--- src/hdl/ctp_cfg.svh ---
// Purpose: offsets, field positions and reset values for the timer pair
// Assumes: 32-bit AXI4-Lite register bus, byte addresses
// Notes:   definitions only
`ifndef CTP_CFG_SVH
`define CTP_CFG_SVH

`define CTP_OFS_LOWER_CTRL    8'h18
`define CTP_OFS_UPPER_CTRL    8'h19
`define CTP_IDX_UPPER_CTRL    8'h19
`define CTP_ADR_LOWER_CTRL    8'h60
`define CTP_ADR_UPPER_CTRL    8'h64
`define CTP_ADR_LOWER_PERIOD  8'h68
`define CTP_ADR_LOWER_WIDTH   8'h6c
`define CTP_ADR_UPPER_PERIOD  8'h70
`define CTP_ADR_UPPER_WIDTH   8'h74
`define CTP_ADR_OPTION        8'h78
`define CTP_ADR_STATUS        8'h7c

`define CTP_CTRL_RESET        8'h00
`define CTP_CMP_RESET         8'hff
`define CTP_FLD_FF            7
`define CTP_FLD_CK_HI         6
`define CTP_FLD_CK_LO         4
`define CTP_FLD_START         3
`define CTP_FLD_MODE_HI       2
`define CTP_FLD_MODE_LO       0

`define CTP_OPT_DIVSRC        0
`define CTP_OPT_SLOW          1

`define CTP_RESP_OKAY         2'b00
`define CTP_RESP_SLVERR       2'b10

`endif

--- src/hdl/ctp_pkg.sv ---
// Purpose: types shared by the timer pair
// Assumes: nothing
// Notes:   encodings of mode and clock select
package ctp_pkg;

    typedef enum logic [2:0] {
        CTP_M_TIMER8   = 3'h0,
        CTP_M_DIVOUT8  = 3'h1,
        CTP_M_PWM8     = 3'h2,
        CTP_M_CASCADE  = 3'h3,
        CTP_M_TIMER16  = 3'h4,
        CTP_M_WARMUP   = 3'h5,
        CTP_M_PWM16    = 3'h6,
        CTP_M_PPG16    = 3'h7
    } ctp_mode_e;

    typedef enum logic [2:0] {
        CTP_CK_DIV11   = 3'h0,
        CTP_CK_DIV7    = 3'h1,
        CTP_CK_DIV5    = 3'h2,
        CTP_CK_DIV3    = 3'h3,
        CTP_CK_LOW     = 3'h4,
        CTP_CK_DIV1    = 3'h5,
        CTP_CK_HIGH    = 3'h6,
        CTP_CK_PIN     = 3'h7
    } ctp_clk_e;

    typedef logic [7:0] ctp_byte_t;

endpackage : ctp_pkg

--- src/hdl/ctp_clock_select.sv ---
// Purpose: picks one count enable from prescaler taps and the count pin
// Assumes: taps are one-cycle enables in the sys_clk domain
// Notes:   the count pin is counted on its falling edge
`timescale 1ns/1ps
`default_nettype none
module ctp_clock_select
    import ctp_pkg::*;
(
    input  wire logic       sys_clk,
    input  wire logic       resetn,
    input  wire logic [2:0] clock_select,
    input  wire logic       divider_source_option,
    input  wire logic       slow_sleep,
    input  wire logic       warmup_mode,
    input  wire logic [7:0] tap_high,
    input  wire logic       tap_low,
    input  wire logic       tap_low_div8,
    input  wire logic       count_pin,
    output logic            tick
);
    logic pin_prev;
    logic next_pin_prev;

    // previous pin level for edge detect
    always_comb begin
        next_pin_prev = count_pin;
    end

    always_ff @(posedge sys_clk or negedge resetn) begin
        if (!resetn) begin
            pin_prev <= 1'b1;
        end else begin
            pin_prev <= next_pin_prev;
        end
    end

    // tap mux; high-frequency taps are dead in slow/sleep
    always_comb begin
        unique case (ctp_clk_e'(clock_select))
            CTP_CK_DIV11: tick = (divider_source_option || slow_sleep) ? tap_low_div8
                                                                        : tap_high[7]; // RQ2
            CTP_CK_DIV7:  tick = !slow_sleep && tap_high[5];   // RQ2
            CTP_CK_DIV5:  tick = !slow_sleep && tap_high[3];   // RQ2
            CTP_CK_DIV3:  tick = !slow_sleep && tap_high[1];   // RQ2
            CTP_CK_LOW:   tick = tap_low;                      // RQ2
            CTP_CK_DIV1:  tick = !slow_sleep && tap_high[0];   // RQ2
            CTP_CK_HIGH:  tick = !slow_sleep || warmup_mode;   // RQ13
            CTP_CK_PIN:   tick = pin_prev && !count_pin;       // RQ2
        endcase
    end
endmodule : ctp_clock_select
`default_nettype wire

--- src/hdl/ctp_timer_pair.sv ---
// Purpose: control of two 8-bit timers that cascade into one 16-bit timer
// Assumes: prescaler taps arrive as one-cycle enables; inputs synchronous
// Notes:
// Notes on behaviour
// [RQ1] upper control: bit7 flip-flop, bits6:4 clock, bit3 start, bits2:0 mode; reset zero
// [RQ2] clock select picks prescaler tap, low clock or count pin
// [RQ3] start written 0 stops and clears the counter; 1 starts counting
// [RQ4] mode codes: 8-bit timer, divider, PWM, reserved, 16-bit modes
// [RQ5] software keeps mode, clock, flip-flop fields fixed while running
// [RQ6] stop write keeps other fields; start write may program them
// [RQ7] upper mode top bit set: upper counter clocked by lower overflow
// [RQ8] software sets lower mode to cascade code for 16-bit use
// [RQ9] 16-bit: clock from lower select; start and flip-flop from upper
// [RQ10] software leaves upper period compare alone while running
// [RQ11] upper width compare rewritten while running only in PWM modes
// [RQ12] each timer has control, period and width compare registers
// [RQ13] slow/sleep: undivided high clock only for warm-up mode
// [RQ14] counter matches period: interrupt pulse, clear, resume counting
// [RQ15] cascade: lower is low byte, upper high byte, paired compares
`timescale 1ns/1ps
`default_nettype none
`include "ctp_cfg.svh"
module ctp_timer_pair
    import ctp_pkg::*;
(
    input  wire logic        sys_clk,
    input  wire logic        resetn,
    input  wire logic [7:0]  s_axi_awaddr,
    input  wire logic        s_axi_awvalid,
    output logic             s_axi_awready,
    input  wire logic [31:0] s_axi_wdata,
    input  wire logic [3:0]  s_axi_wstrb,
    input  wire logic        s_axi_wvalid,
    output logic             s_axi_wready,
    output logic [1:0]       s_axi_bresp,
    output logic             s_axi_bvalid,
    input  wire logic        s_axi_bready,
    input  wire logic [7:0]  s_axi_araddr,
    input  wire logic        s_axi_arvalid,
    output logic             s_axi_arready,
    output logic [31:0]      s_axi_rdata,
    output logic [1:0]       s_axi_rresp,
    output logic             s_axi_rvalid,
    input  wire logic        s_axi_rready,
    input  wire logic [7:0]  tap_high,
    input  wire logic        tap_low,
    input  wire logic        tap_low_div8,
    input  wire logic        lower_count_pin,
    input  wire logic        upper_count_pin,
    output logic             lower_match_interrupt,
    output logic             upper_match_interrupt,
    output logic             lower_flipflop_out,
    output logic             upper_flipflop_out
);
    // register file
    ctp_byte_t lower_timer_control, timer_four_control;
    ctp_byte_t lower_period_compare, lower_width_compare;
    ctp_byte_t upper_period_compare, upper_width_compare;
    logic [1:0] option;
    ctp_byte_t next_lower_timer_control, next_timer_four_control;
    ctp_byte_t next_lower_period_compare, next_lower_width_compare;
    ctp_byte_t next_upper_period_compare, next_upper_width_compare;
    logic [1:0] next_option;

    // bus handshake state
    logic        aw_held, w_held, next_aw_held, next_w_held;
    logic [7:0]  aw_addr, next_aw_addr;
    logic [31:0] w_data, next_w_data;
    logic [3:0]  w_strb, next_w_strb;
    logic        bvalid, next_bvalid;
    logic [1:0]  bresp, next_bresp;
    logic        rvalid, next_rvalid;
    logic [1:0]  rresp, next_rresp;
    logic [31:0] rdata, next_rdata;

    // counting state
    ctp_byte_t lower_count, upper_count, next_lower_count, next_upper_count;
    logic      lower_irq, upper_irq, next_lower_irq, next_upper_irq;
    logic      lower_ff, upper_ff, next_lower_ff, next_upper_ff;

    logic      lower_tick, upper_tick_sel, upper_tick;
    logic      cascade, lower_run, upper_run, do_write;
    logic      lower_match, upper_match, cascade_match;
    logic [2:0] lower_mode, upper_mode;

    // field access
    function automatic logic field_start(input ctp_byte_t ctrl);
        field_start = ctrl[`CTP_FLD_START];
    endfunction : field_start

    function automatic logic [2:0] field_mode(input ctp_byte_t ctrl);
        field_mode = ctrl[`CTP_FLD_MODE_HI:`CTP_FLD_MODE_LO];
    endfunction : field_mode

    function automatic logic [2:0] field_clock(input ctp_byte_t ctrl);
        field_clock = ctrl[`CTP_FLD_CK_HI:`CTP_FLD_CK_LO];
    endfunction : field_clock

    // byte-lane merge of the low byte
    function automatic ctp_byte_t merge_byte(input ctp_byte_t old,
                                             input logic [31:0] data,
                                             input logic [3:0]  strb);
        merge_byte = strb[0] ? data[7:0] : old;
    endfunction : merge_byte

    // mode decode
    assign lower_mode = field_mode(lower_timer_control);
    assign upper_mode = field_mode(timer_four_control);                 // RQ4
    assign cascade    = upper_mode[2];                                  // RQ7
    assign upper_run  = field_start(timer_four_control);
    assign lower_run  = cascade ? upper_run                             // RQ9
                                : field_start(lower_timer_control);

    // source clock for lower timer; cascade uses its select too
    ctp_clock_select u_lower_clk (
        .sys_clk               (sys_clk),
        .resetn                (resetn),
        .clock_select          (field_clock(lower_timer_control)),      // RQ9
        .divider_source_option (option[`CTP_OPT_DIVSRC]),
        .slow_sleep            (option[`CTP_OPT_SLOW]),
        .warmup_mode           (upper_mode == CTP_M_WARMUP),
        .tap_high              (tap_high),
        .tap_low               (tap_low),
        .tap_low_div8          (tap_low_div8),
        .count_pin             (lower_count_pin),
        .tick                  (lower_tick)
    );

    ctp_clock_select u_upper_clk (
        .sys_clk               (sys_clk),
        .resetn                (resetn),
        .clock_select          (field_clock(timer_four_control)),
        .divider_source_option (option[`CTP_OPT_DIVSRC]),
        .slow_sleep            (option[`CTP_OPT_SLOW]),
        .warmup_mode           (1'b0),                                  // RQ13
        .tap_high              (tap_high),
        .tap_low               (tap_low),
        .tap_low_div8          (tap_low_div8),
        .count_pin             (upper_count_pin),
        .tick                  (upper_tick_sel)
    );

    // compare decode; cascade compares the 16-bit pair
    assign lower_match   = lower_count == lower_period_compare;
    assign upper_match   = upper_count == upper_period_compare;
    assign cascade_match = lower_match && upper_match;                  // RQ15
    assign upper_tick    = cascade ? (lower_run && lower_tick && lower_count == 8'hff) // RQ7
                                   : upper_tick_sel;

    // counters, match pulses and flip-flops
    always_comb begin
        next_lower_count = lower_count;
        next_upper_count = upper_count;
        next_lower_irq   = 1'b0;
        next_upper_irq   = 1'b0;
        next_lower_ff    = lower_ff;
        next_upper_ff    = upper_ff;
        if (!lower_run) begin
            next_lower_count = 8'h00;                                   // RQ3
            next_lower_ff    = lower_timer_control[`CTP_FLD_FF];
        end
        if (!upper_run) begin
            next_upper_count = 8'h00;                                   // RQ3
            next_upper_ff    = timer_four_control[`CTP_FLD_FF];         // RQ9
        end
        if (cascade) begin
            next_lower_ff = upper_ff;
            if (upper_run && lower_tick) begin
                if (cascade_match) begin
                    next_lower_count = 8'h00;                           // RQ14
                    next_upper_count = 8'h00;
                    next_upper_irq   = 1'b1;
                    next_upper_ff    = !upper_ff;
                end else begin
                    next_lower_count = lower_count + 8'h01;             // RQ15
                    if (upper_tick) begin
                        next_upper_count = upper_count + 8'h01;
                    end
                end
            end
        end else begin
            if (lower_run && lower_tick) begin
                if (lower_match) begin
                    next_lower_count = 8'h00;                           // RQ14
                    next_lower_irq   = 1'b1;
                    next_lower_ff    = !lower_ff;
                end else begin
                    next_lower_count = lower_count + 8'h01;
                end
            end
            if (upper_run && upper_tick) begin
                if (upper_match) begin
                    next_upper_count = 8'h00;                           // RQ14
                    next_upper_irq   = 1'b1;
                    next_upper_ff    = !upper_ff;
                end else begin
                    next_upper_count = upper_count + 8'h01;
                end
            end
        end
    end

    always_ff @(posedge sys_clk or negedge resetn) begin
        if (!resetn) begin
            lower_count <= 8'h00;
            upper_count <= 8'h00;
            lower_irq   <= 1'b0;
            upper_irq   <= 1'b0;
            lower_ff    <= 1'b0;
            upper_ff    <= 1'b0;
        end else begin
            lower_count <= next_lower_count;
            upper_count <= next_upper_count;
            lower_irq   <= next_lower_irq;
            upper_irq   <= next_upper_irq;
            lower_ff    <= next_lower_ff;
            upper_ff    <= next_upper_ff;
        end
    end

    // bus slave: capture address and data in either order, answer once both held
    assign s_axi_awready = !aw_held && !bvalid;
    assign s_axi_wready  = !w_held && !bvalid;
    assign s_axi_arready = !rvalid;
    assign s_axi_bvalid  = bvalid;
    assign s_axi_bresp   = bresp;
    assign s_axi_rvalid  = rvalid;
    assign s_axi_rresp   = rresp;
    assign s_axi_rdata   = rdata;
    assign do_write      = aw_held && w_held && !bvalid;

    always_comb begin
        next_aw_held = aw_held;
        next_w_held  = w_held;
        next_aw_addr = aw_addr;
        next_w_data  = w_data;
        next_w_strb  = w_strb;
        next_bvalid  = bvalid;
        next_bresp   = bresp;
        next_rvalid  = rvalid;
        next_rresp   = rresp;
        next_rdata   = rdata;
        next_lower_timer_control  = lower_timer_control;
        next_timer_four_control   = timer_four_control;
        next_lower_period_compare = lower_period_compare;
        next_lower_width_compare  = lower_width_compare;
        next_upper_period_compare = upper_period_compare;
        next_upper_width_compare  = upper_width_compare;
        next_option               = option;
        if (s_axi_awvalid && s_axi_awready) begin
            next_aw_held = 1'b1;
            next_aw_addr = s_axi_awaddr;
        end
        if (s_axi_wvalid && s_axi_wready) begin
            next_w_held = 1'b1;
            next_w_data = s_axi_wdata;
            next_w_strb = s_axi_wstrb;
        end
        if (s_axi_bvalid && s_axi_bready) begin
            next_bvalid = 1'b0;
        end
        // register write; fields stored as written
        if (do_write) begin
            next_aw_held = 1'b0;
            next_w_held  = 1'b0;
            next_bvalid  = 1'b1;
            next_bresp   = `CTP_RESP_OKAY;
            unique case ({aw_addr[7:2], 2'b00})
                `CTP_ADR_LOWER_CTRL:   next_lower_timer_control =
                    merge_byte(lower_timer_control, w_data, w_strb);      // RQ12
                `CTP_ADR_UPPER_CTRL:   next_timer_four_control =
                    merge_byte(timer_four_control, w_data, w_strb);       // RQ1
                `CTP_ADR_LOWER_PERIOD: next_lower_period_compare =
                    merge_byte(lower_period_compare, w_data, w_strb);     // RQ12
                `CTP_ADR_LOWER_WIDTH:  next_lower_width_compare =
                    merge_byte(lower_width_compare, w_data, w_strb);
                `CTP_ADR_UPPER_PERIOD: next_upper_period_compare =
                    merge_byte(upper_period_compare, w_data, w_strb);
                `CTP_ADR_UPPER_WIDTH:  next_upper_width_compare =
                    merge_byte(upper_width_compare, w_data, w_strb);
                `CTP_ADR_OPTION:       next_option = w_strb[0] ? w_data[1:0] : option;
                `CTP_ADR_STATUS:       next_bresp = `CTP_RESP_OKAY;   // read-only
                default:               next_bresp = `CTP_RESP_SLVERR;
            endcase
        end
        if (s_axi_rvalid && s_axi_rready) begin
            next_rvalid = 1'b0;
        end
        // register read
        if (s_axi_arvalid && s_axi_arready) begin
            next_rvalid = 1'b1;
            next_rresp  = `CTP_RESP_OKAY;
            next_rdata  = 32'h0000_0000;
            unique case ({s_axi_araddr[7:2], 2'b00})
                `CTP_ADR_LOWER_CTRL:   next_rdata[7:0] = lower_timer_control;
                `CTP_ADR_UPPER_CTRL:   next_rdata[7:0] = timer_four_control;
                `CTP_ADR_LOWER_PERIOD: next_rdata[7:0] = lower_period_compare;
                `CTP_ADR_LOWER_WIDTH:  next_rdata[7:0] = lower_width_compare;
                `CTP_ADR_UPPER_PERIOD: next_rdata[7:0] = upper_period_compare;
                `CTP_ADR_UPPER_WIDTH:  next_rdata[7:0] = upper_width_compare;
                `CTP_ADR_OPTION:       next_rdata[1:0] = option;
                `CTP_ADR_STATUS:       next_rdata[17:0] = {upper_ff, lower_ff,
                                           upper_count, lower_count};
                default:               next_rresp = `CTP_RESP_SLVERR;
            endcase
        end
    end

    always_ff @(posedge sys_clk or negedge resetn) begin
        if (!resetn) begin
            aw_held <= 1'b0;
            w_held  <= 1'b0;
            aw_addr <= 8'h00;
            w_data  <= 32'h0000_0000;
            w_strb  <= 4'h0;
            bvalid  <= 1'b0;
            bresp   <= `CTP_RESP_OKAY;
            rvalid  <= 1'b0;
            rresp   <= `CTP_RESP_OKAY;
            rdata   <= 32'h0000_0000;
            lower_timer_control  <= `CTP_CTRL_RESET;
            timer_four_control   <= `CTP_CTRL_RESET;                    // RQ1
            lower_period_compare <= `CTP_CMP_RESET;
            lower_width_compare  <= `CTP_CMP_RESET;
            upper_period_compare <= `CTP_CMP_RESET;
            upper_width_compare  <= `CTP_CMP_RESET;
            option               <= 2'h0;
        end else begin
            aw_held <= next_aw_held;
            w_held  <= next_w_held;
            aw_addr <= next_aw_addr;
            w_data  <= next_w_data;
            w_strb  <= next_w_strb;
            bvalid  <= next_bvalid;
            bresp   <= next_bresp;
            rvalid  <= next_rvalid;
            rresp   <= next_rresp;
            rdata   <= next_rdata;
            lower_timer_control  <= next_lower_timer_control;
            timer_four_control   <= next_timer_four_control;
            lower_period_compare <= next_lower_period_compare;
            lower_width_compare  <= next_lower_width_compare;
            upper_period_compare <= next_upper_period_compare;
            upper_width_compare  <= next_upper_width_compare;
            option               <= next_option;
        end
    end

    // outputs from flops
    assign lower_match_interrupt = lower_irq;   // RQ14
    assign upper_match_interrupt = upper_irq;
    assign lower_flipflop_out    = lower_ff;
    assign upper_flipflop_out    = upper_ff;
endmodule : ctp_timer_pair
`default_nettype wire
--- config.mk ---
export PLATFORM = sky130hd
export DESIGN_NAME = ctp_timer_pair
export DESIGN_NICKNAME = d
export VERILOG_FILES = /design/src/hdl/ctp_pkg.sv /design/src/hdl/ctp_clock_select.sv /design/src/hdl/ctp_timer_pair.sv
export VERILOG_INCLUDE_DIRS = /design/src /design/src/hdl
export SDC_FILE = /design/constraint.sdc
export NUM_CORES = 1
export LEC_CHECK = 0
export ABC_CLOCK_PERIOD_IN_PS = 2980
export BUFFER_PORTS_ARGS = -buffer_cell sky130_fd_sc_hd__buf_2
export CAP_MARGIN = 20
export CORE_ASPECT_RATIO = 1.2
export CORE_MARGIN = 1.5
export CORE_UTILIZATION = 33
export CTS_BUF_LIST = sky130_fd_sc_hd__clkbuf_8
export DETAILED_ROUTE_END_ITERATION = 10
export PLACE_DENSITY = 0.52
export SLEW_MARGIN = 20
export SYNTH_ARGS = -nofsm -noshare
export SYNTH_HDL_FRONTEND = slang
export SYNTH_SLANG_ARGS = --single-unit
--- constraint.sdc ---
create_clock -name sys_clk -period 2.98 [get_ports sys_clk]
set_input_delay 0.447 -clock sys_clk [delete_from_list [all_inputs] [get_ports sys_clk]]
set_output_delay 0.447 -clock sys_clk [all_outputs]
set_load 0.02 [all_outputs]
After elaboration in Yosys (flattened, before gate mapping)

Index checks and enable logic that the tools add are counted.

$add $sub $neg: 2
Equal/unequal tests: 34
Mux-type cells: 49
Reductions and logical operators: 46

Operators with widths:

| cell                  | number |
|---|---|
| $mux W8               | 13 |
| $eq A6 B5 Y1 const B  | 16 |
| $pmux W6 S7           | 1 |
| $mux W1               | 29 |
| $eq A3 B3 Y1 const B  | 9 |
| $reduce_and A3 Y1     | 7 |
| $logic_and A1 B1 Y1   | 20 |
| $add A8 B1 Y8 const B | 2 |
| $eq A8 B8 Y1          | 2 |
| $pmux W1 S8           | 2 |
| $pmux W2 S8           | 1 |
| $reduce_or A8 Y1      | 2 |
| $eq A3 B2 Y1 const B  | 4 |
| $mux W10              | 1 |
| $logic_not A1 Y1      | 9 |
| $eq A8 B8 Y1 const B  | 1 |
| $reduce_bool A2 Y1    | 4 |
| $eq A3 B1 Y1 const B  | 2 |
| $logic_not A3 Y1      | 2 |
| $mux W2               | 2 |
| $logic_or A1 B1 Y1    | 2 |

Register bits after elaboration: 115
Bits of input ports: 71
Output and inout port bits: 45
Word-level logic and storage cells: 156

Logic depth before layout (Yosys ltp)

Gate-level depths: netlist of run 1.

Depth after elaboration: 10
Gate-level depth with buffers: 8
Gate-level depth less buffers: 7

By module

From an unflattened synthesis of run 1, not the netlist that was laid out.

Cell total of the unflattened synthesis: 545
Area total of the unflattened synthesis: 5,989.5 µm²

Modules (own cells, without submodules):

| module           | times used | cells an instance | area each (µm²) | seq. area each (µm²) |
|---|---|---|---|---|
| ctp_timer_pair   | 1          | 515               | 5,726.7         | 2,767.7 |
| ctp_clock_select | 2          | 15                | 131.4           | 26.3 |

Worst setup path before layout of run 1

OpenSTA, ideal clock, no wires.

Path type: input to register
Start: input port tap_high[7]
End: register lower_ff, in the netlist lower_flipflop_out
Setup time: 0.064 ns
Data arrival time: 2.127 ns
Required time: 2.916 ns
Slack: 0.788 ns
Stages on the path: 7
Buffers on the path: 1
Path through: or3b_4 > and3_1 > buf_6 > or3_4 > or3_1 > a311oi_1 > a21o_1

Word-level cells in the longest chain between the ends: 5

RTL lines:

| item                 | RTL line               | text |
|---|---|---|
| start, declared      | ctp_timer_pair.sv:45   | `input wire logic [7:0] tap_high,` |
| $mux W1              | ctp_clock_select.sv:40 | `CTP_CK_DIV11: tick = (divider_source_option \|\| slow_sleep) ? tap_low_div8` |
| $pmux W1 S8          | ctp_clock_select.sv:39 | `unique case (ctp_clk_e'(clock_select))` |
| $logic_and A1 B1 Y1  | ctp_timer_pair.sv:182  | `if (lower_run && lower_tick) begin` |
| $mux W1              | ctp_timer_pair.sv:182  |  |
| $mux W1              | ctp_timer_pair.sv:166  | `if (cascade) begin` |
| via next_lower_ff    | ctp_timer_pair.sv:79   | `logic lower_ff, upper_ff, next_lower_ff, next_upper_ff;` |
| end signal, assigned | ctp_timer_pair.sv:216  | `lower_ff <= next_lower_ff;` |
| end, declared        | ctp_timer_pair.sv:79   |  |

The timed path passes the listed nets, and every way through them passes these cells.
A chain may end at the register's enable or synchronous reset.

Worst setup path in the final report of run 1

Start: register option[1]
End: register upper_count[2]

Word-level cells in the longest chain between the ends: 10
Elaborated cells between the ends (all ways): 20
Classes of those cells: mux: 9; reduce/logical: 11

RTL lines:

| item                                                          | RTL line               | text |
|---|---|---|
| start, declared                                               | ctp_timer_pair.sv:59   | `logic [1:0] option;` |
| start signal, assigned                                        | ctp_timer_pair.sv:345  | `option <= next_option;` |
| $logic_or A1 B1 Y1 / $logic_not A1 Y1 (equally long branches) | --                     |  |
| $mux W1, or another cell as far along                         | ctp_clock_select.sv:40 |  |
| $pmux W1 S8                                                   | ctp_clock_select.sv:39 |  |
| $logic_and A1 B1 Y1 (2 in a row)                              | ctp_timer_pair.sv:147  | `assign upper_tick = cascade ? (lower_run && lower_tick && lower_count == 8'hff)` |
| $mux W1                                                       | ctp_timer_pair.sv:147  |  |
| $mux W8                                                       | ctp_timer_pair.sv:176  | `if (upper_tick) begin` |
| $mux W8                                                       | ctp_timer_pair.sv:169  | `if (cascade_match) begin` |
| $mux W8                                                       | ctp_timer_pair.sv:168  | `if (upper_run && lower_tick) begin` |
| $mux W8 *                                                     | ctp_timer_pair.sv:166  |  |
| via next_upper_count[2]                                       | ctp_timer_pair.sv:77   | `ctp_byte_t lower_count, upper_count, next_lower_count, next_upper_count;` |
| end signal, assigned                                          | ctp_timer_pair.sv:213  | `upper_count <= next_upper_count;` |
| end, declared                                                 | ctp_timer_pair.sv:77   |  |

Mark *: on every way through the listed nets, which the timed path passes. The rest lies on a longest branch.

==> impl_metrics.ini, run 1 <==
[floorplanning]
design.die.area_um2 = 18700
ioPinCount = 116
fp.dieH_um = 149
initial_utilization_pct = 33.6
die_width_um = 125
rows = 53
fp.coreArea_um2 = 17500

[power_and_ir_drop]
clock_power_share_pct = 17.2
power_frac_seq_pct = 45.9
p_sw_mw = 2.06
power.ir.vdd_worst_mv = 0.329
p_int_mw = 3.01
power_per_cell_area_nw_per_um2 = 768
power.total_mw = 5.07
total_leakage_power_nw = 2.81
switching_share_pct = 40.7
comb_power_share_pct = 36.9

[timing]
final_hold_viol_count = 0
setup-violations-final = 0
achievable-frequency_mhz = 382
relSlewSlack_pct = 51.8
rsz0062_at_grt = no
post-route-period-util_pct = 87.9
tightestPinTransition_ns = 0.719
layout_min_cycle_time_ns = 2.62
slew_violations = 0
fin_worst_skew_ns = 0.0155
setup-tns-final_ns = 0
final.hold.worst_slack_ns = 0.0731

[final_layout]
post-route-util_pct = 37.7
antenna_cells_inserted = 0
synthToLayoutAreaGrowth_pct = 12.0
post_route_cells_drive_above_1_share_pct = 35.2
design.final.nets = 676

[global_routing]
grt.overflow.total = 0
grt_first_pass_wirelength_um = 24300
grt_antenna_before_repair = 0
grt_start_max_net_pins = 50
grt_usage_pct = 16.6
first_global_vias = 4463

[setup_path]
critical_path.reg2reg.endpoint = upper_count[2]
cp_num_cells = 6
worst_path_max_delay_cell = dfrtp_1
path_buf_inv = 0
cp_slowest_stage_delay_ns = 0.54
timing.critical_path.required_ns = 3.24
crit_path_max_fanout = 11
timing.rr.start = option[1]
worst-setup-path-type = flop to flop
crit_chain = or3b_4, a21o_2, a211oi_1, nor3_1, o31ai_4, o221ai_1
worstRegToRegCells = 6
critical-path-top-delay-family = compound AO/OA/AOI/OAI gates
critical_path.startpoint = option[1]
crit_end = upper_count[2]
startpoint_type = flop
critical_path.endpoint_type = flop
r2r_slack_ns = 0.36
cp.arrival_ns = 2.88

[routing]
detailed_route_drc_error_count = 0
avgViaCountPerCell = 5.36
total_wire_length_after_detailed_routing_um = 15200
post_drt_wl_per_cell_um = 18.4
drt-pass1-iter-count = 5
dr_total_vias = 4441
met1Wirelength_um = 6790
drt-initial-drc-count = 296
drt.antenna.violating_nets = 0
met2WireLength_um = 7650
topRoutingLayerUsed = met4
wl_met3_um = 509

[logic_synthesis]
netlist.area_leader.share_pct = 32.7
postSynth.topFlopCell = dfrtp_1
post_synth_edffs = 0
post-synth-top-area-cell = dfrtp_1
syn_inst = 541
netlist_area_um2 = 5890
leading_cell_types_by_total_area_after_synthesis = dfrtp_1 (33%), dfstp_2 (15%), mux2_2 (13%), nand2_1 (3.2%), o21ai_0 (2.9%)
asyncSetResetFlopFracSynth_pct = 100
synth_sequential_area_ratio_pct = 47.9
yosys.cell_count.top_type = dfrtp_1
synth_top_cells_by_count = dfrtp_1 (77), mux2_2 (66), nand2_1 (51)
synth.distinct_cells = 72
yosys_warnings = 0
avgSynthCellArea_um2 = 10.9
synth-seq-cells = 111

[cts]
insertion_delay_ns = 0.39
clock_sink_count = 111
htreeDepth = 3
clkTransAtPathRegs_ns = 0.12
clock_tree.root_cell = clkbuf_8
post_cts.repair.setup_buffers = 0
clockBufferDepth = 2
ctsResizeCount = 0
cts_tree = built
holdBufCountCts = 0
numCtsBuffers = 9

[place]
gp_congestion = 0.843
port-buffer-count = 65
place.detailed.hpwl_um = 11300

[worst_hold_path]
hp-class = primary input to async pin

[flow_run]
maximum_capacitance_violations = 0

[outcome]
run_status = complete, no violations
-- area by class of cell --
cell class	count	area (um^2)
Multi-Input combinational cell	384	2810
Fill cell	1771	10900
Clock buffer	9	124
Inverter	18	67.6
Tap cell	220	275
Sequential cell	111	2820
Timing Repair Buffer	79	445
Clock inverter	7	56.3
-- worst register-to-register path, stage by stage (launching register included) --
cell	delay, ns
dfrtp_1	0.54
or3b_4	0.46
a21o_2	0.19
a211oi_1	0.49
nor3_1	0.25
o31ai_4	0.40
o221ai_1	0.15
-- power groups by stage --
| stage | registers, mW | logic, mW | clock network [mW] |
|---|---|---|---|
| 2_1_floorplan | 2.14 | 1.46 | 0 |
| 3_3_place_gp | 2.34 | 1.81 | 0 |
| 3_5_place_dp | 2.36 | 1.85 | 0 |
| 4_1_cts | 2.33 | 1.86 | 0.909 |
| 5_1_grt | 2.38 | 2.03 | 0.958 |
| 6_report | 2.33 | 1.87 | 0.871 |
-- sequential cells by signal, indices dropped and copies added, names as in the netlist, 8 cells and up --
register              count
upper_period_compare      8
lower_timer_control       8
w_data                    8
upper_width_compare       8
s_axi_rdata              18
upper_count               8
lower_count               8
timer_four_control        8
lower_width_compare       8
lower_period_compare      8
-- metrics by stage --
stage,cells,instance area (um^2),setup slack (ns)
2_1_floorplan,556,5950,0.788
3_3_place_gp,812,6420,0.401
3_5_place_dp,812,6420,0.394
4_1_cts,828,6600,0.356
5_1_grt,828,6600,0.223
6_report,828,6600,0.360
-- worst min-delay path by stage --
stage / startpoint / to / cells past startpoint
3_3_place_gp: s_axi_rdata[14] / s_axi_rdata[14] / 2
5_1_grt: resetn / lower_timer_control[6] / 1
6_report: resetn / lower_timer_control[4] / 1
2_1_floorplan: resetn / aw_addr[2] / 0
3_5_place_dp: s_axi_rdata[6] / s_axi_rdata[6] / 2
4_1_cts: resetn / lower_timer_control[6] / 1
-- metal layers --
metal	GRT usage, %	up-vias
met5	0	-
met4	6.14	0
met3	1.97	19
met2	28.7	130
met1	21.3	2217
li1	-	2075
-- cells by family (layout without fill, tap and decap cells) --
family / count (synthesis) / after routing / synth area share, %
AO/OA/AOI/OAI: 131 / 131 / 15.7
XOR/XNOR: 16 / 16 / 2.38
adder cells (fa/ha/maj): 2 / 2 / 0.425
buffers and inverters: 61 / 113 / 5.39
flip-flops: 111 / 111 / 47.9
multiplexers: 75 / 75 / 15.0
other: 1 / 16 / 0.0637
AND/OR/NAND/NOR: 144 / 144 / 13.2
-- cell usage in the layout, fill, tap and decap left out, types with 3 or more instances in the layout --
| cell | n |
|---|---|
| a31oi_1 | 8 |
| and3_1 | 10 |
| o211ai_1 | 12 |
| nor3_1 | 9 |
| nand2_1 | 51 |
| nor2_1 | 22 |
| o21ai_0 | 34 |
| nand4_1 | 4 |
| inv_1 | 19 |
| a21oi_1 | 13 |
| buf_2 | 64 |
| buf_4 | 14 |
| a221oi_1 | 5 |
| a22oi_1 | 6 |
| mux4_2 | 4 |
| a21o_1 | 4 |
| mux2_2 | 66 |
| clkbuf_8 | 9 |
| a32oi_1 | 4 |
| conb_1 | 16 |
| mux2i_1 | 5 |
| dfrtp_1 | 77 |
| nand2b_1 | 5 |
| dfstp_2 | 34 |
| nand3_1 | 9 |
| a22o_1 | 5 |
| xnor2_1 | 16 |
| a211oi_1 | 3 |
| nor3b_1 | 4 |
| nand3b_1 | 7 |
| nor2b_1 | 5 |
| o22ai_1 | 9 |
Power figures use the tool's default switching activity.
==> run 2: changes to the inputs <==
ABC_AREA = 1   (was not set)
==> run 2 against run 1 <==
  * Combinational power is 33% lower
  * Clock power rose by 15%
  * Area after synthesis rose by 0.15%
  * Routed wire length increased by 8.4%
  * First-iteration DRC count shrank 7.1%
==> impl_metrics.ini, run 2 <==
[setup_path]
worst_path_max_delay_cell = nor3_1
timing.rr.start = option[1]
crit_path_max_fanout = 14
cp.arrival_ns = 2.49
cp_slowest_stage_delay_ns = 0.50
critical_path.startpoint = option[1]
critical_path.endpoint_type = flop
cp_num_cells = 11
path_buf_inv = 1
worstRegToRegCells = 11
crit_chain = inv_2, nand2_1, nand2_1, nand2_1, nand2_1, nand2_1, nand3_2, nand3_2, nor3_1, nor2_1, o21ai_1
startpoint_type = flop
critPathMostFrequentCell = nand2_1
worst-setup-path-type = flop to flop
critical-path-top-delay-family = simple AND/OR/NAND/NOR gates
timing.critical_path.required_ns = 3.30

[logic_synthesis]
leading_cell_types_by_total_area_after_synthesis = dfrtp_1 (33%), dfstp_2 (15%), nand2_1 (14%), o21ai_0 (7.0%), nand3_1 (4.7%)
asyncSetResetFlopFracSynth_pct = 100
syn_inst = 746
postSynth.topFlopCell = dfrtp_1
synth.distinct_cells = 38
yosys.cell_count.top_type = nand2_1
netlist.area_leader.share_pct = 32.7
synth_top_cells_by_count = nand2_1 (213), o21ai_0 (82), dfrtp_1 (77)
netlist_area_um2 = 5900
synth_sequential_area_ratio_pct = 47.8
post_synth_edffs = 0
synth-seq-cells = 111
avgSynthCellArea_um2 = 7.91
yosys_warnings = 0
post-synth-top-area-cell = dfrtp_1

[power_and_ir_drop]
switching_share_pct = 38.1
p_sw_mw = 1.62
clock_power_share_pct = 23.6
power_frac_seq_pct = 46.9
total_leakage_power_nw = 3.18
power_per_cell_area_nw_per_um2 = 638
p_int_mw = 2.63
power.total_mw = 4.24
power.ir.vdd_worst_mv = 0.444
comb_power_share_pct = 29.4

[global_routing]
grt_antenna_before_repair = 1
grt_first_pass_wirelength_um = 26700
first_global_vias = 4830
grt_usage_pct = 18.3
grt_start_max_net_pins = 86
grt.overflow.total = 0

[timing]
setup-violations-final = 0
fin_worst_skew_ns = 0.0172
layout_min_cycle_time_ns = 2.18
rsz0062_at_grt = no
achievable-frequency_mhz = 460
final_hold_viol_count = 0
setup-tns-final_ns = 0
relSlewSlack_pct = 58.8
final.hold.worst_slack_ns = 0.159
post-route-period-util_pct = 73.0
tightestPinTransition_ns = 0.613
slew_violations = 0

[routing]
dr_total_vias = 5031
post_drt_wl_per_cell_um = 15.9
drt-initial-drc-count = 275
drt.antenna.violating_nets = 0
drt-pass1-iter-count = 5
detailed_route_drc_error_count = 0
avgViaCountPerCell = 4.86
total_wire_length_after_detailed_routing_um = 16500

[cts]
clkTransAtPathRegs_ns = 0.10
clockBufferDepth = 2
clock_sink_count = 111
insertion_delay_ns = 0.39
numCtsBuffers = 9
cts_tree = built
htreeDepth = 3
clock_tree.root_cell = clkbuf_8

[final_layout]
stdcell_count = 1035
antenna_cells_inserted = 0
largest_register_ffs = 18
layout.cells.most_common_list = nand2_1 (213), o21ai_0 (82), dfrtp_1 (77), inv_1 (71), buf_2 (64)
layout.cells.most_common = nand2_1
synthToLayoutAreaGrowth_pct = 12.9
num-fill-cells = 1900
design.final.nets = 883
post_route_cells_drive_above_1_share_pct = 18.2

[place]
gp_congestion = 0.817
port-buffer-count = 65
place.detailed.hpwl_um = 12100
placed_cells_incl_taps = 1018

[floorplanning]
die_width_um = 125
design.die.area_um2 = 18700
initial_utilization_pct = 33.7
fp.dieH_um = 149
fp.coreArea_um2 = 17500
rows = 53
ioPinCount = 116

[outcome]
run_status = complete, no violations

[flow_run]
maximum_capacitance_violations = 0

[worst_hold_path]
hp-class = primary input to flop
min_from = upper_count_pin
min_path_cells = 1
## run 2: cell types whose count changed in the layout (fill, tap and decap cells not counted), sizes merged, moves of 9 or more
cell    change
nand2     +166
mux2       -63
and3       -10
nor2       +34
o211ai     -10
nand3      +49
xor2       +18
xnor2      -13
inv        +52
o21ai      +53
o22ai       -9
## run 2: through the flow
stage	utilization [%]	instance area [um^2]	worst slack, ns
2_1_floorplan	-	5960	1.27
3_3_place_gp	36.7	6430	0.738
3_5_place_dp	36.7	6430	0.768
4_1_cts	38.0	6660	0.767
5_1_grt	38.0	6660	0.536
6_report	38.0	6660	0.804
## run 2: cells by family (layout without fill, tap and decap cells)
family / after synthesis / after routing / synth area share (%)
compound gates: 137 / 137 / 13.2
fa+ha+maj: 2 / 2 / 0.424
simple gates: 361 / 361 / 26.6
buf+inv: 110 / 164 / 8.19
mux: 3 / 3 / 0.573
xor+xnor: 21 / 21 / 3.12
other cells: 1 / 16 / 0.0636
flops: 111 / 111 / 47.8
## run 2: final timing paths
kind	endpoint	slack [ns]
max in group asynchronous	u_lower_clk.pin_prev	1.65
worst max-delay path	lower_count[7]	0.80
min in group asynchronous	s_axi_rdata[4]	0.51
worst min-delay path	u_upper_clk.pin_prev	0.16
worst max register to register	lower_count[7]	0.80
worst min register to register	s_axi_rdata[17]	0.48
## run 2: final cells by class
type | count | area, um^2 | share of cell area (%)
clock buffers | 9 | 124 | 1.86
well taps | 220 | 275 | 4.13
flip-flops and latches | 111 | 2820 | 42.4
repair buffers | 75 | 418 | 6.28
clock inverters | 7 | 91.3 | 1.37
multi-input cells | 540 | 2650 | 39.8
inverters | 73 | 277 | 4.15
## run 2: per-layer routing
metal,vias up,GRT usage [%],wire (um)
met2,103,31.1,7950
met3,27,2.32,460
met5,-,0,0
met4,0,8.01,505
li1,2547,-,-
met1,2354,23.6,7570
## run 2: power groups by stage
stage | Clock (mW) | Sequential [mW] | Combinational, mW
floorplan | 0 | 2.00 | 0.837
global placement | 0 | 2.02 | 1.26
detailed placement | 0 | 2.02 | 1.26
CTS | 1.03 | 1.99 | 1.27
global route | 1.09 | 2.03 | 1.41
finish | 1.00 | 1.99 | 1.25
## run 2: what timing repair did
item | 4_1_cts | 5_1_grt
resized for setup | 0 | 0
hold buffers | 1 | 0
setup endpoints to repair | 0 | 0
hold endpoints to repair | 26 | 0
buffers inserted | 0 | 0
==> run 3: changes to the inputs <==
ABC_AREA = 0   (was 1)
ABC_CLOCK_PERIOD_IN_PS = 1700   (was 2980)
PLACE_DENSITY = 0.54   (was 0.52)
clock period = 1.7 ns   (was 2.98 ns; I/O delays follow)
==> run 3 against run 2 <==
  * The flow now finishes with violations (setup timing)
  * Via count is 1.2% lower
  * Setup slack worse by 1.2 ns
  * Total power grew to 2.8 times the previous value
  * Final cell count is 7.8% lower
  * Largest cell class is now multi-input gates
  * Critical path type unchanged
  * Flip-flop and latch count stayed put
  * Sequential power is 100% higher
  * Hold slack worse by 0.14 ns
  * First-iteration DRC count is 8.7% higher
  * Highest routed layer unchanged
==> impl_metrics.ini, run 3 (synthesis gave the netlist of run 1 again) <==
[setup_path]
critical_path.endpoint_type = flop
worst_path_max_delay_cell = or3b_4
worst-setup-path-type = flop to flop
timing.critical_path.required_ns = 1.97
cp_slowest_stage_delay_ns = 0.40
crit_chain = or3b_4, a21o_2, a211oi_4, nor3_4, o31ai_4, buf_4, o221ai_2
cp.arrival_ns = 2.39
crit_path_max_fanout = 6
startpoint_type = flop

[timing]
achievable-frequency_mhz = 472
rsz0062_at_grt = yes
post-route-worst-setup-slack_ns = -0.420
fin_worst_skew_ns = 0.0127
final_hold_viol_count = 0
slew_violations = 0
post-route-period-util_pct = 125
relSlewSlack_pct = 61.7
tightestPinTransition_ns = 0.572
layout_min_cycle_time_ns = 2.12
setup-violations-final = 49
setup-tns-final_ns = -7.22
final.hold.worst_slack_ns = 0.0188

[final_layout]
post_route_cells_drive_above_1_share_pct = 53.3
post-route-util_pct = 46.8
design.final.nets = 802
layout.cells.most_common = buf_4
stdcell_count = 954
synthToLayoutAreaGrowth_pct = 39.1
layout.cells.most_common_list = buf_4 (112), dfrtp_1 (69), buf_2 (64), nand2_1 (47)
largest_register_ffs = 18
num-fill-cells = 1646
antenna_cells_inserted = 0

[flow_run]
maximum_capacitance_violations = 0

[routing]
drt.antenna.violating_nets = 0
avgViaCountPerCell = 5.21
post_drt_wl_per_cell_um = 18.1
drt-initial-drc-count = 299
total_wire_length_after_detailed_routing_um = 17300
drt-pass1-iter-count = 4
detailed_route_drc_error_count = 0
dr_total_vias = 4972

[power_and_ir_drop]
power_per_cell_area_nw_per_um2 = 1430
p_int_mw = 7.11
power.ir.vdd_worst_mv = 0.829
p_sw_mw = 4.62
switching_share_pct = 39.4
comb_power_share_pct = 51.9
total_leakage_power_nw = 3.63
power_frac_seq_pct = 34.5
clock_power_share_pct = 13.6

[cts]
htreeDepth = 3
clock_tree.root_cell = clkbuf_8
clkTransAtPathRegs_ns = 0.11
clockBufferDepth = 2
cts_tree = built
numCtsBuffers = 9
clock_sink_count = 111
insertion_delay_ns = 0.39

[place]
gp_congestion = 0.883
port-buffer-count = 65
place.detailed.hpwl_um = 12900
placed_cells_incl_taps = 920
post-place-ws_ns = -0.522

[worst_hold_path]
hp-class = primary input to flop

[floorplanning]
rows = 53
fp.dieH_um = 149
initial_utilization_pct = 33.6
fp.coreArea_um2 = 17500
ioPinCount = 116
design.die.area_um2 = 18700
die_width_um = 125

[outcome]
violated_checks = setup timing
run_status = complete, but fails checks

[global_routing]
grt_usage_pct = 18.5
grt.overflow.total = 0
first_global_vias = 5132
grt_start_max_net_pins = 47
grt_first_pass_wirelength_um = 27400
grt_antenna_before_repair = 0
## run 3: cell count changes in the layout (fill, tap and decap cells not counted), sizes merged, moves of 9 or more
cell and delta:
inv -54, xor2 -18, mux2 +63, o211ai +10, buf +128, nand2 -166, nand3 -49, and3 +10
o21ai -53, o22ai +9, nor2 -34, xnor2 +13
## run 3: worst max-delay path: cells and delay by family, from the launching register on
family          cells  cell delay [ns]
compound gates      4             0.91
flops               1             0.39
simple gates        2             0.49
buf+inv             1             0.19
## run 3: power groups by stage
stage	Clock [mW]	Combinational, mW	Sequential, mW
after floorplan	0	2.92	3.79
after global placement	0	4.74	4.03
after detailed placement	0	4.83	4.06
after CTS	1.64	5.45	4.04
after global routing	1.73	6.53	4.14
final	1.60	6.08	4.05
## run 3: final timing paths
check,start,to,slack (ns),cells past startpoint
setup / recovery,option[1],upper_count[2],-0.42,7
hold reg to reg,s_axi_rdata[0],s_axi_rdata[0],0.49,2
max in group asynchronous,resetn,upper_width_compare[5],0.72,3
setup reg to reg,option[1],upper_count[2],-0.42,7
hold / removal,s_axi_bready,s_axi_bvalid,0.02,2
min in group asynchronous,resetn,lower_match_interrupt,0.32,2
## run 3: layer usage
metal | vias up | GRT usage (%) | share of wire (%)
li1 | 2326 | - | -
met1 | 2477 | 22.3 | 42
met2 | 134 | 33.0 | 52
met3 | 35 | 2.40 | 2.8
met4 | 0 | 8.52 | 3.7
met5 | - | 0 | 0
## run 3: per-stage QoR
stage          cell area (um^2)  total power [mW]
6_report                   8200              11.7
5_1_grt                    8200              12.4
4_1_cts                    7960              11.1
3_5_place_dp               7500              8.89
3_3_place_gp               7500              8.77
2_1_floorplan              6160              6.71
## run 3: repair_timing
| item | in CTS | in global routing |
|---|---|---|
| endpoints found under the hold margin | 26 | 0 |
| setup endpoints to repair | 73 | 66 |
| pin swaps | 32 | 30 |
| setup buffers | 7 | 12 |
| hold buffers | 3 | 0 |
| resized for setup | 52 | 46 |
## run 3: final cells by class
class | instances | area, um^2 | area share, %
Clock inverter | 6 | 50.0 | 0.611
Multi-Input combinational cell | 384 | 3300 | 40.3
Inverter | 18 | 67.6 | 0.824
Clock buffer | 10 | 138 | 1.68
Timing Repair Buffer | 205 | 1540 | 18.7
Sequential cell | 111 | 2830 | 34.5
Tap cell | 220 | 275 | 3.36
